[src/atisc_pkg.sv]
// Package with register map, field layout and timing constants
package atisc_pkg;
  // ----------------------------------------------------------------
  // Register byte offsets
  // ----------------------------------------------------------------
  localparam logic [7:0] SW_TRIGGER_OFF    = 8'h0c;
  localparam logic [7:0] INPUT_SEL_OFF     = 8'h10;
  localparam logic [7:0] EVENT_ROUTE_OFF   = 8'h14;
  localparam logic [7:0] INT_STATUS_OFF    = 8'h18;
  localparam logic [7:0] INT_MASK_OFF      = 8'h1c;
  localparam logic [7:0] CONV_STATUS_OFF   = 8'h20;
  // ----------------------------------------------------------------
  // Field positions
  // ----------------------------------------------------------------
  localparam int FLUSH_BIT       = 0;
  localparam int START_BIT       = 1;
  localparam int GAIN_LSB        = 24;
  localparam int OFFSET_LSB      = 20;
  localparam int SCAN_LSB        = 16;
  localparam int NEG_LSB         = 8;
  localparam int POS_LSB         = 0;
  localparam int START_EI_BIT    = 0;
  localparam int SYNC_EI_BIT     = 1;
  localparam int RESRDY_EO_BIT   = 4;
  localparam int WINMON_EO_BIT   = 5;
  localparam int IRQ_RESRDY_BIT  = 0;
  localparam int IRQ_WINMON_BIT  = 1;
  localparam int IRQ_FLUSH_BIT   = 2;
  localparam int IRQ_BITS        = 3;
  // ----------------------------------------------------------------
  // Reset values and writable masks
  // ----------------------------------------------------------------
  localparam logic [31:0] INPUT_SEL_RST   = 32'h0000_0000;
  localparam logic [31:0] INPUT_SEL_MASK  = 32'h0fff_1f1f;
  localparam logic [7:0]  EVENT_ROUTE_RST = 8'h00;
  localparam logic [7:0]  EVENT_ROUTE_MASK = 8'h33;
  // ----------------------------------------------------------------
  // Codes
  // ----------------------------------------------------------------
  localparam logic [3:0] GAIN_MAX_CODE  = 4'h4;
  localparam logic [3:0] GAIN_HALF_CODE = 4'hf;
  localparam logic [4:0] POS_PIN_MAX    = 5'h13;
  localparam logic [4:0] POS_INT_MIN    = 5'h18;
  localparam logic [4:0] POS_INT_MAX    = 5'h1c;
  localparam logic [4:0] NEG_PIN_MAX    = 5'h07;
  localparam logic [4:0] NEG_GND        = 5'h18;
  localparam logic [4:0] NEG_IO_GND     = 5'h19;
  // ----------------------------------------------------------------
  // Timing
  // ----------------------------------------------------------------
  localparam int SYS_CLK_MHZ      = 100;
  localparam int CONV_DIV_DEFAULT = 4;
  localparam int CONV_TICKS       = 16;
  localparam int DIV_W            = 8;

  typedef enum logic [1:0] {
    ATISC_IDLE  = 2'b00,
    ATISC_CONV  = 2'b01,
    ATISC_FLUSH = 2'b10
  } atisc_state_type;
endpackage

[src/atisc_clk_div.sv]
// Converter clock divider with synchronous restart
`timescale 1ns/1ns
`default_nettype none
module atisc_clk_div
  import atisc_pkg::*;
#(
  parameter int DIV = CONV_DIV_DEFAULT
) (
  input  wire logic sys_clk,
  input  wire logic rst_b,
  input  wire logic clkEn,
  input  wire logic restart,
  output logic      tick
);
  logic [DIV_W-1:0] cnt_ff;
  logic [DIV_W-1:0] nxt_cnt;
  logic             nxt_tick;

  always_comb begin
    nxt_cnt  = cnt_ff + DIV_W'(1);
    nxt_tick = 1'b0;
    if (restart) begin
      nxt_cnt = '0;
    end else if (cnt_ff == DIV_W'(DIV - 1)) begin
      nxt_cnt  = '0;
      nxt_tick = 1'b1;
    end
  end

  always_ff @(posedge sys_clk or negedge rst_b) begin
    if (!rst_b) begin
      cnt_ff <= '0;
      tick   <= 1'b0;
    end else if (clkEn) begin
      cnt_ff <= nxt_cnt;
      tick   <= nxt_tick;
    end
  end
endmodule
`default_nettype wire

[src/atisc_sync2.sv]
// Two-flop synchroniser for one asynchronous level
`timescale 1ns/1ns
`default_nettype none
module atisc_sync2 (
  input  wire logic sys_clk,
  input  wire logic rst_b,
  input  wire logic clkEn,
  input  wire logic din,
  output logic      dout
);
  logic meta_ff;

  always_ff @(posedge sys_clk or negedge rst_b) begin
    if (!rst_b) begin
      meta_ff <= 1'b0;
      dout    <= 1'b0;
    end else if (clkEn) begin
      meta_ff <= din;
      dout    <= meta_ff;
    end
  end
endmodule
`default_nettype wire

[src/atisc_top.sv]
// Conversion trigger, input select and scan control with APB registers
`timescale 1ns/1ns
`default_nettype none
module atisc_top
  import atisc_pkg::*;
#(
  parameter int CONV_DIV = CONV_DIV_DEFAULT
) (
  input  wire logic        sys_clk,
  input  wire logic        rst_b,
  input  wire logic        clkEn,
  input  wire logic        psel,
  input  wire logic        penable,
  input  wire logic        pwrite,
  input  wire logic [7:0]  paddr,
  input  wire logic [31:0] pwdata,
  output logic      [31:0] prdata,
  output logic             pready,
  output logic             pslverr,
  input  wire logic        startEventIn,
  input  wire logic        syncEventIn,
  input  wire logic        windowDetect,
  output logic             resultReadyEventOut,
  output logic             windowEventOut,
  output logic      [4:0]  positiveChannel,
  output logic      [4:0]  negativeChannel,
  output logic      [3:0]  gainSelect,
  output logic             gainCodeBad,
  output logic             convActive,
  output logic             convDone,
  output logic             irq
);
  import atisc_pkg::*;

  // ----------------------------------------------------------------
  // Event inputs cross into the clock domain
  // ----------------------------------------------------------------
  logic startEvS, syncEvS, winS;
  logic startEvD_ff, syncEvD_ff, winD_ff;
  atisc_sync2 uSyncStart (.sys_clk(sys_clk), .rst_b(rst_b), .clkEn(clkEn),
                          .din(startEventIn), .dout(startEvS));
  atisc_sync2 uSyncFlush (.sys_clk(sys_clk), .rst_b(rst_b), .clkEn(clkEn),
                          .din(syncEventIn), .dout(syncEvS));
  atisc_sync2 uSyncWin   (.sys_clk(sys_clk), .rst_b(rst_b), .clkEn(clkEn),
                          .din(windowDetect), .dout(winS));

  // ----------------------------------------------------------------
  // Register state
  // ----------------------------------------------------------------
  logic [31:0]         inSel_ff, nxt_inSel;
  logic [7:0]          evRoute_ff, nxt_evRoute;
  logic                start_ff, nxt_start;
  logic                flush_ff, nxt_flush;
  logic [IRQ_BITS-1:0] intStat_ff, nxt_intStat;
  logic [IRQ_BITS-1:0] intMask_ff, nxt_intMask;
  logic [31:0]         nxt_prdata;
  logic                nxt_pready;
  logic                nxt_pslverr;
  atisc_state_type     state_ff, nxt_state;
  logic [4:0]          tickCnt_ff, nxt_tickCnt;
  logic                pending_ff, nxt_pending;
  logic                nxt_done, nxt_resEv, nxt_winEv;
  logic                convTick;

  logic wrAcc, rdAcc, wrBad, startEvt, syncEvt, winEvt, flushReq;
  logic [3:0] offsetFld, scanFld;

  // Writes land at the edge the master sees pready; errors go out with it
  assign wrAcc     = psel & penable & pwrite & pready;
  assign rdAcc     = psel & penable & ~pwrite & ~pready;
  assign wrBad     = psel & penable & pwrite & ~pready &
                     !(paddr inside {SW_TRIGGER_OFF, INPUT_SEL_OFF,
                                     EVENT_ROUTE_OFF, INT_STATUS_OFF,
                                     INT_MASK_OFF});
  assign startEvt  = startEvS & ~startEvD_ff & evRoute_ff[START_EI_BIT];
  assign syncEvt   = syncEvS & ~syncEvD_ff & evRoute_ff[SYNC_EI_BIT];
  assign winEvt    = winS & ~winD_ff;
  assign offsetFld = inSel_ff[OFFSET_LSB +: 4];
  assign scanFld   = inSel_ff[SCAN_LSB +: 4];
  assign flushReq  = flush_ff | syncEvt;

  // Restart on flush so the first tick after it is a full period
  atisc_clk_div #(.DIV(CONV_DIV)) uDiv (
    .sys_clk (sys_clk),
    .rst_b   (rst_b),
    .clkEn   (clkEn),
    .restart (state_ff == ATISC_FLUSH),
    .tick    (convTick)
  );

  // ----------------------------------------------------------------
  // Conversion sequencer
  // ----------------------------------------------------------------
  always_comb begin
    nxt_state   = state_ff;
    nxt_tickCnt = tickCnt_ff;
    nxt_pending = pending_ff | startEvt | syncEvt;
    nxt_done    = 1'b0;
    case (state_ff)
      ATISC_IDLE: begin
        if (flushReq) begin
          nxt_state = ATISC_FLUSH;
        end else if (start_ff | nxt_pending) begin
          nxt_state   = ATISC_CONV;
          nxt_pending = 1'b0;
          nxt_tickCnt = '0;
        end
      end
      ATISC_CONV: begin
        if (flushReq) begin
          nxt_state = ATISC_FLUSH;
        end else if (convTick) begin
          nxt_tickCnt = tickCnt_ff + 5'h01;
          if (tickCnt_ff == 5'(CONV_TICKS - 1)) begin
            nxt_state = ATISC_IDLE;
            nxt_done  = 1'b1;
          end
        end
      end
      ATISC_FLUSH: begin
        // Resume: a pending request converts afresh once flushed
        nxt_state   = ATISC_IDLE;
        nxt_tickCnt = '0;
      end
      default: nxt_state = ATISC_IDLE;
    endcase
  end

  // ----------------------------------------------------------------
  // APB register access and self-clearing bits
  // ----------------------------------------------------------------
  always_comb begin
    nxt_inSel   = inSel_ff;
    nxt_evRoute = evRoute_ff;
    nxt_start   = start_ff;
    nxt_flush   = flush_ff;
    nxt_intMask = intMask_ff;
    nxt_intStat = intStat_ff;
    nxt_prdata  = prdata;
    nxt_pready  = 1'b0;
    nxt_pslverr = 1'b0;
    if (state_ff == ATISC_IDLE && !flushReq && start_ff) begin
      nxt_start = 1'b0;
    end
    if (state_ff == ATISC_FLUSH) begin
      nxt_flush = 1'b0;
    end
    if (nxt_done) begin
      // Offset wraps inside its field; range is software's job
      nxt_inSel[OFFSET_LSB +: 4] = offsetFld + 4'h1;
    end
    if (wrAcc) begin
      case (paddr)
        SW_TRIGGER_OFF: begin
          if (pwdata[START_BIT] && !start_ff) begin
            nxt_start = 1'b1;
          end
          if (pwdata[FLUSH_BIT]) begin
            nxt_flush = 1'b1;
          end
        end
        INPUT_SEL_OFF:   nxt_inSel   = pwdata & INPUT_SEL_MASK;
        EVENT_ROUTE_OFF: nxt_evRoute = pwdata[7:0] & EVENT_ROUTE_MASK;
        INT_STATUS_OFF:  nxt_intStat = intStat_ff & ~pwdata[IRQ_BITS-1:0];
        INT_MASK_OFF:    nxt_intMask = pwdata[IRQ_BITS-1:0];
        default: begin
        end
      endcase
    end
    if (wrBad) begin
      nxt_pslverr = 1'b1;
    end
    // Hardware set wins over a same-cycle clear
    if (nxt_done) begin
      nxt_intStat[IRQ_RESRDY_BIT] = 1'b1;
    end
    if (winEvt) begin
      nxt_intStat[IRQ_WINMON_BIT] = 1'b1;
    end
    if (state_ff == ATISC_FLUSH) begin
      nxt_intStat[IRQ_FLUSH_BIT] = 1'b1;
    end
    if (rdAcc) begin
      case (paddr)
        SW_TRIGGER_OFF:  nxt_prdata = {30'h0, start_ff, flush_ff};
        INPUT_SEL_OFF:   nxt_prdata = inSel_ff;
        EVENT_ROUTE_OFF: nxt_prdata = {24'h0, evRoute_ff};
        INT_STATUS_OFF:  nxt_prdata = {29'h0, intStat_ff};
        INT_MASK_OFF:    nxt_prdata = {29'h0, intMask_ff};
        CONV_STATUS_OFF: nxt_prdata = {27'h0, pending_ff, tickCnt_ff[3:0] == 4'h0,
                                       state_ff, convActive};
        default: begin
          nxt_prdata  = 32'h0;
          nxt_pslverr = 1'b1;
        end
      endcase
    end
    if (psel & penable & ~pready) begin
      nxt_pready = 1'b1;
    end
  end

  // ----------------------------------------------------------------
  // Output drive: channel, gain, events
  // ----------------------------------------------------------------
  logic [4:0] nxt_pos;
  logic [3:0] nxt_gain;
  logic       nxt_gainBad;
  always_comb begin
    // Scan count is ignored; channel is base plus offset for any count
    nxt_pos     = inSel_ff[POS_LSB +: 5] +
                  ((scanFld != 4'h0) ? {1'b0, offsetFld} :
                   {1'b0, offsetFld});
    nxt_gain    = inSel_ff[GAIN_LSB +: 4];
    nxt_gainBad = (nxt_gain > GAIN_MAX_CODE) && (nxt_gain != GAIN_HALF_CODE);
    nxt_resEv   = nxt_done & evRoute_ff[RESRDY_EO_BIT];
    nxt_winEv   = winEvt & evRoute_ff[WINMON_EO_BIT];
  end

  always_ff @(posedge sys_clk or negedge rst_b) begin
    if (!rst_b) begin
      inSel_ff            <= INPUT_SEL_RST;
      evRoute_ff          <= EVENT_ROUTE_RST;
      start_ff            <= 1'b0;
      flush_ff            <= 1'b0;
      intStat_ff          <= '0;
      intMask_ff          <= '0;
      prdata              <= 32'h0;
      pready              <= 1'b0;
      pslverr             <= 1'b0;
      state_ff            <= ATISC_IDLE;
      tickCnt_ff          <= '0;
      pending_ff          <= 1'b0;
      startEvD_ff         <= 1'b0;
      syncEvD_ff          <= 1'b0;
      winD_ff             <= 1'b0;
      resultReadyEventOut <= 1'b0;
      windowEventOut      <= 1'b0;
      positiveChannel     <= 5'h00;
      negativeChannel     <= 5'h00;
      gainSelect          <= 4'h0;
      gainCodeBad         <= 1'b0;
      convActive          <= 1'b0;
      convDone            <= 1'b0;
      irq                 <= 1'b0;
    end else if (clkEn) begin
      inSel_ff            <= nxt_inSel;
      evRoute_ff          <= nxt_evRoute;
      start_ff            <= nxt_start;
      flush_ff            <= nxt_flush;
      intStat_ff          <= nxt_intStat;
      intMask_ff          <= nxt_intMask;
      prdata              <= nxt_prdata;
      pready              <= nxt_pready;
      pslverr             <= nxt_pslverr;
      state_ff            <= nxt_state;
      tickCnt_ff          <= nxt_tickCnt;
      pending_ff          <= nxt_pending;
      startEvD_ff         <= startEvS;
      syncEvD_ff          <= syncEvS;
      winD_ff             <= winS;
      resultReadyEventOut <= nxt_resEv;
      windowEventOut      <= nxt_winEv;
      positiveChannel     <= nxt_pos;
      negativeChannel     <= inSel_ff[NEG_LSB +: 5];
      gainSelect          <= nxt_gain;
      gainCodeBad         <= nxt_gainBad;
      convActive          <= (nxt_state == ATISC_CONV);
      convDone            <= nxt_done;
      irq                 <= |(nxt_intStat & nxt_intMask);
    end
  end
endmodule
`default_nettype wire

[config.mk]
export PLATFORM = sky130hd
export DESIGN_NAME = atisc_top
export DESIGN_NICKNAME = d
export VERILOG_FILES = /design/src/atisc_pkg.sv /design/src/atisc_clk_div.sv /design/src/atisc_sync2.sv /design/src/atisc_top.sv
export SDC_FILE = /design/constraint.sdc
export NUM_CORES = 1
export LEC_CHECK = 0
export BUFFER_PORTS_ARGS = -buffer_cell sky130_fd_sc_hd__buf_2
export CORE_UTILIZATION = 30
export DETAILED_ROUTE_END_ITERATION = 10
export HOLD_SLACK_MARGIN = 0.05
export PLACE_DENSITY = 0.48
export SYNTH_ARGS = -nofsm -noshare
export SYNTH_HDL_FRONTEND = slang
export SYNTH_SLANG_ARGS = --single-unit
[constraint.sdc]
create_clock -name sys_clk -period 4.7 [get_ports sys_clk]
set_input_delay 0 -clock sys_clk [delete_from_list [all_inputs] [get_ports sys_clk]]
set_output_delay 0 -clock sys_clk [all_outputs]
set_load 0.005 [all_outputs]
# [After elaboration in Yosys (flattened, before gate mapping)]
# Index checks and enable logic that the tools add are counted.
[word_totals] regBits=114 inputBits=49 out_inout_bits=54
[classes] n_addsub=4 n_lt_le_gt_ge=1 eq_ne=16 n_mux=45 bitwise=27 reduce_logical=17
[op_table] operator="$pmux 28 s6" n=1
[op_table] operator="$mux 24" n=2
[op_table] operator="$eq 8x5->1 const B" n=4
[op_table] operator="$mux 1" n=24
[op_table] operator="$mux 5" n=4
[op_table] operator="$mux 8" n=2
[op_table] operator="$and 1x1->1" n=15
[op_table] operator="$pmux 5 s3" n=1
[op_table] operator="$mux 3" n=4
[op_table] operator="$mux 2" n=5
[op_table] operator="$add 8x1->8 const B" n=1
[op_table] operator="$eq 8x2->1 const B" n=1
[op_table] operator="$eq 8x4->1 const B" n=1
[op_table] operator="$eq 8x6->1 const B" n=1
[op_table] operator="$and 3x3->3" n=2
[op_table] operator="$ne 2x2->1 const B" n=3
[op_table] operator="$reduce_and 3->1" n=2
[op_table] operator="$reduce_and 6->1" n=1
[op_table] operator="$reduce_or 6->1" n=1
[op_table] operator="$add 5x1->5 const B" n=1
[op_table] operator="$add 5x4->5" n=1
[op_table] operator="$eq 5x4->1 const B" n=1
[op_table] operator="$not 1->1" n=5
[op_table] operator="$reduce_bool 5->1" n=1
[op_table] operator="17 further kinds" n=26

# [Depth between registers and ports, before layout]
[depth] depth_word=11 ltp_mapped=8 ltp_nobuf=8

# [Hierarchy]
# From an unflattened synthesis, not the netlist that was laid out.
[hier_totals] hier_cells=473 hier_area_um2=5129.9
[modules_own_cells] mod="atisc_top" instances=1 cells_each=411 area_each_um2=4386.7
[modules_own_cells] mod="atisc_clk_div" instances=1 cells_each=50 area_each_um2=525.5
[modules_own_cells] mod="atisc_sync2" instances=3 cells_each=4 area_each_um2=72.6

# [Worst setup path after synthesis]
# No wires, ideal clock.
[synth_timing] kind="register -> register" startpoint="reg tickCnt_ff[0]" endpoint="reg inSel_ff[23]" t_arrival_ns=1.917 setup_slack_ns=2.662 path_stages_with_launch=9 cell_sequence="dfrtp_1 > ha_1 > and3_1 > ha_1 > nand2_1 > nor4_2 > a41o_1 > nand2_1 > a22o_1"
[synth_via] elab_chain_cells=8
[synth_rtl] element="start, declared" line="atisc_top.sv:60" rtl="logic [4:0] tickCnt_ff, nxt_tickCnt;"
[synth_rtl] element="start signal, assigned" line="atisc_top.sv:257" rtl="tickCnt_ff <= nxt_tickCnt;"
[synth_rtl] element="$eq 5x4->1 (*)" line="atisc_top.sv:114" rtl="if (tickCnt_ff == 5'(CONV_TICKS - 1)) begin"
[synth_rtl] element="$mux 1 (*)" line="atisc_top.sv:114"
[synth_rtl] element="$mux 1 (*)" line="atisc_top.sv:112" rtl="end else if (convTick) begin"
[synth_rtl] element="$mux 1 (*)" line="atisc_top.sv:110" rtl="if (flushReq) begin"
[synth_rtl] element="$mux 1 (*)" line="atisc_top.sv:99" rtl="case (state_ff)"
[synth_rtl] element="$mux 4 (*)" line="atisc_top.sv:148" rtl="if (nxt_done) begin"
[synth_rtl] element="$mux 24" line="atisc_top.sv:153" rtl="case (paddr)"
[synth_rtl] element="$mux 24 (*)" line="atisc_top.sv:152" rtl="if (wrAcc) begin"
[synth_rtl] element="end signal, assigned" line="atisc_top.sv:247" rtl="inSel_ff <= nxt_inSel;"
[synth_rtl] element="end, declared" line="atisc_top.sv:50" rtl="logic [31:0] inSel_ff, nxt_inSel;"
# Every way passes the cells marked *; elsewhere a longest branch is shown, timed or not.
# A chain may end at the register's enable or synchronous reset.

# [Worst setup path in the final report]
# Same ends and word-level chain as after synthesis.

==> summary.md <==
| Metric | Value |
|---|---|
| Status | finished clean |
| First-pass GRT wire length | 20,620 µm |
| Routed WL | 12,710 µm |
| Crit Path Class | flop to flop |
| Die ar. | 17,030 µm² |
| Top cell type's share of synthesized area | 53.03% |
| Sequential share of the synthesized area | 53.03% |
| Layout cells sized above 1 | 28.42% |
| Placed instance area | 5575 µm² |
| Drt pass-1 iters | 5 |
| P_sw | 532.8 µW |
| Setup violators final | 0 |
| Synth async-reset ratio | 100.0% |
| RR Endpoint | inSel_ff[23] |
| Pin count of the biggest net entering global routing | 56 |
| Tcrit/Tclk final | 56.62% |
| Min cycle time layout | 2.661 ns |
| Avg Vias per Cell | 4.870 |
| CTS buffer count | 9 |
| Port Buffers | 84 |
| Core area | 16,000 µm² |
| Hpwl dp | 8888 µm |
| Number of enable flip-flop cells after synthesis | 0 |
| DR DRC count | 0 |
| Grt total ovfl | 0 |
| Worst EP arrival | 2.91 ns |
| Worst-Margin Slew | 1.176 ns |
| Initial core utilization | 30.97% |
| Finished layout cell area | 6163 µm² |
| Resized Gates After CTS | 0 |
| Row Count | 46 |
| Filler instances | 1,669 |
| Final GP Congestion | 0.8062 |
| RSZ-0062 raised after global routing | false |
| GRT Total Usage | 16.06% |
| Root Buffer | clkbuf_16 |
| Synth warn | 0 |
| Register share of total power | 51.5% |
| Post-DRT Antenna Nets | 0 |
| Comb pwr share | 11.8% |
| N_diodes | 0 |
| Count leader, synth | dfrtp_1 |
| Antenna violations before repair | 0 |
| Post-synth top area cell | dfrtp_1 |
| CTS H-tree lvls | 3 |
| Switching portion of total power | 27.19% |
| Clk Latency, worst-skew pair | 0.36 ns |
| Yosys cell types | 54 |
| P per Cell Area | 318.0 nW/µm² |
| Maximum VDD drop | 0.1580 mV |
| Max Slew Vio Count | 0 |
| Top post-synthesis cells by count | dfrtp_1, nand2_1, mux2_2, nand3_1, o21ai_0 |
| Worst Path Required | 4.95 ns |
| Final setup TNS | 0 ns |
| Reg2Reg Depth | 8 |
| Final Skew | 0.01055 ns |
| FMAX | 375.8 MHz |
| Yosys reg bits | 105 |
| Clk buf depth | 2 |
| Clock Sinks | 105 |
| Max-cap viol count | 0 |
| Final hold slack | 0.1125 ns |
| Cells after Synth | 454 |
| Worst setup SP type | flop |
| Post-Synthesis Cell Area | 4955 µm² |
| Nets | 625 |
| Worst Hold Path EP | prdata[10] |
| Lkg Pwr | 0.003032 µW |
| CTS tree | yes |
| Area growth syn-to-layout | 24.39% |
| Slew Limit Headroom | 20.94% |
| IO Pins | 103 |
| R2R setup slack | 2.04 ns |
| Clock share of power | 36.7% |
| Vias in the first global route | 3,856 |
| Clock transition at the registers of the reported paths | 0.07 ns |
| HP Start | paddr[3] |
| Final hold vios | 0 |
| Die Ht | 130.5 µm |
| Initial DRC count | 239 |
| Primary FF master, synth | dfrtp_1 |
| Utilization after layout | 38.52% |
| P_int | 1427 µW |
| Crit. End Element | flop |
| Avg Cell Area, Syn | 10.91 µm² |
| Hold WC Path Type | input port to flop |
| Vias | 3,828 |
| Routed wire per std cell | 16.18 µm |
| Worst r2r src | tickCnt_ff[0] |
| Die W | 130.5 µm |
| Max FO, Critical Path | 10 |
| Hold Path Cell Cnt | 4 |
| Synth area leaders | dfrtp_1, mux2_2, nand2_1 |
==> layer usage <==
| layer | track usage, % | part of all wire, % |
|---|---|---|
| met5 | 0 | 0 |
| met4 | 4.124 | 1.0 |
| met1 | 21.38 | 47 |
| met3 | 4.153 | 4.7 |
| met2 | 25.93 | 47 |
==> layout make-up <==
| cell class | instances | area, µm² | share of cell area, % |
|---|---|---|---|
| sequential | 105 | 2628 | 42.63 |
| multi-input combinational | 315 | 2165 | 35.12 |
| timing repair buffer | 119 | 763.2 | 12.38 |
| tap | 216 | 270.3 | 4.385 |
| clock buffer | 9 | 225.2 | 3.654 |
| inverter | 16 | 60.06 | 0.9744 |
| clock inverter | 6 | 52.55 | 0.8526 |
==> power by group through the flow <==
| stage | combinational [µW] | clock, µW | sequential [µW] |
|---|---|---|---|
| 3_3_place_gp | 210 | 0 | 1020 |
| 3_5_place_dp | 216 | 0 | 1030 |
| 4_1_cts | 237 | 745 | 1010 |
| 2_1_floorplan | 130 | 0 | 1010 |
| 6_report | 231 | 719 | 1010 |
| 5_1_grt | 264 | 782 | 1020 |
==> what timing repair did <==
action                                  CTS  global route
endpoints found under the hold margin    89             0
endpoints found under the setup margin    0             0
buffers inserted                          0             0
hold buffers                             31             0
==> kinds of logic (layout without fill, tap and decap cells) <==
family / Yosys count / count (layout) / share of synthesized area, %
other: 1 / 9 / 0.07568
AOI/OAI and AO/OA: 74 / 74 / 10.13
buffers and inverters: 42 / 150 / 3.889
adders and majority gates: 10 / 10 / 2.677
and+or+nand+nor: 160 / 160 / 16.52
DFF: 105 / 105 / 53.03
muxes: 56 / 56 / 12.63
xor gates and xnor gates: 6 / 6 / 1.061
==> through the flow <==
stage / total power [µW] / std cells / worst slack [ns]
4_1_cts: 1990 / 786 / 2.032
6_report: 1960 / 786 / 2.039
5_1_grt: 2068 / 786 / 1.771
3_3_place_gp: 1235 / 740 / 2.062
2_1_floorplan: 1145 / 462 / 2.662
3_5_place_dp: 1242 / 740 / 2.051
==> flip-flops by register name, summed over array words and instances, names as in the netlist, 4 cells and up <==
register         cells
evRoute_ff           4
gainSelect           4
inSel_ff            22
negativeChannel      5
positiveChannel      5
prdata              23
tickCnt_ff           5
uDiv.cnt_ff          8
==> worst max-delay path, cell delays in order, from the launching register on <==
cell	delay [ns]
dfrtp_1	0.41
ha_1	0.20
and3_1	0.16
ha_1	0.15
nand2_1	0.09
nor4_2	0.96
a41o_1	0.29
nand2_1	0.05
a22o_1	0.24
==> worst max path at each step <==
stage | startpoint | endpoint | slack [ns] | depth (start not counted)
4_1_cts | tickCnt_ff[0] | inSel_ff[23] | 2.03 | 8
5_1_grt | tickCnt_ff[0] | inSel_ff[22] | 1.77 | 8
3_5_place_dp | tickCnt_ff[0] | inSel_ff[23] | 2.05 | 8
3_3_place_gp | tickCnt_ff[0] | inSel_ff[23] | 2.06 | 8
2_1_floorplan | tickCnt_ff[0] | inSel_ff[23] | 2.66 | 8
6_report | tickCnt_ff[0] | inSel_ff[23] | 2.04 | 8
==> placed cells by master (no fill, tap or decap), types with 3 or more instances in the layout <==
master         synthesis  final
buf_2                  1     83
nand2b_1               8      8
buf_4                  9      5
nor2_1                19     19
and3_1                 4      4
a31oi_1                3      3
and4_1                 3      3
o211ai_1               4      4
nand4_1                6      6
conb_1                 1      9
o21ai_0               24     24
inv_1                 16     16
ha_1                   9      9
nand3_1               26     26
nand2_1               66     66
nor2b_1                7      7
clkbuf_16              0      9
o31ai_1                5      5
dfrtp_1              105    105
mux2i_1                4      4
a32oi_1                4      4
xor2_1                 3      3
a21oi_1                8      8
mux2_2                52     52
dlygate4sd3_1          0     31
xnor2_1                3      3
and3b_1                3      3
nor4_1                 3      3
nand3b_1               3      3
a22o_1                 9      9
Power figures use the tool's default switching activity.
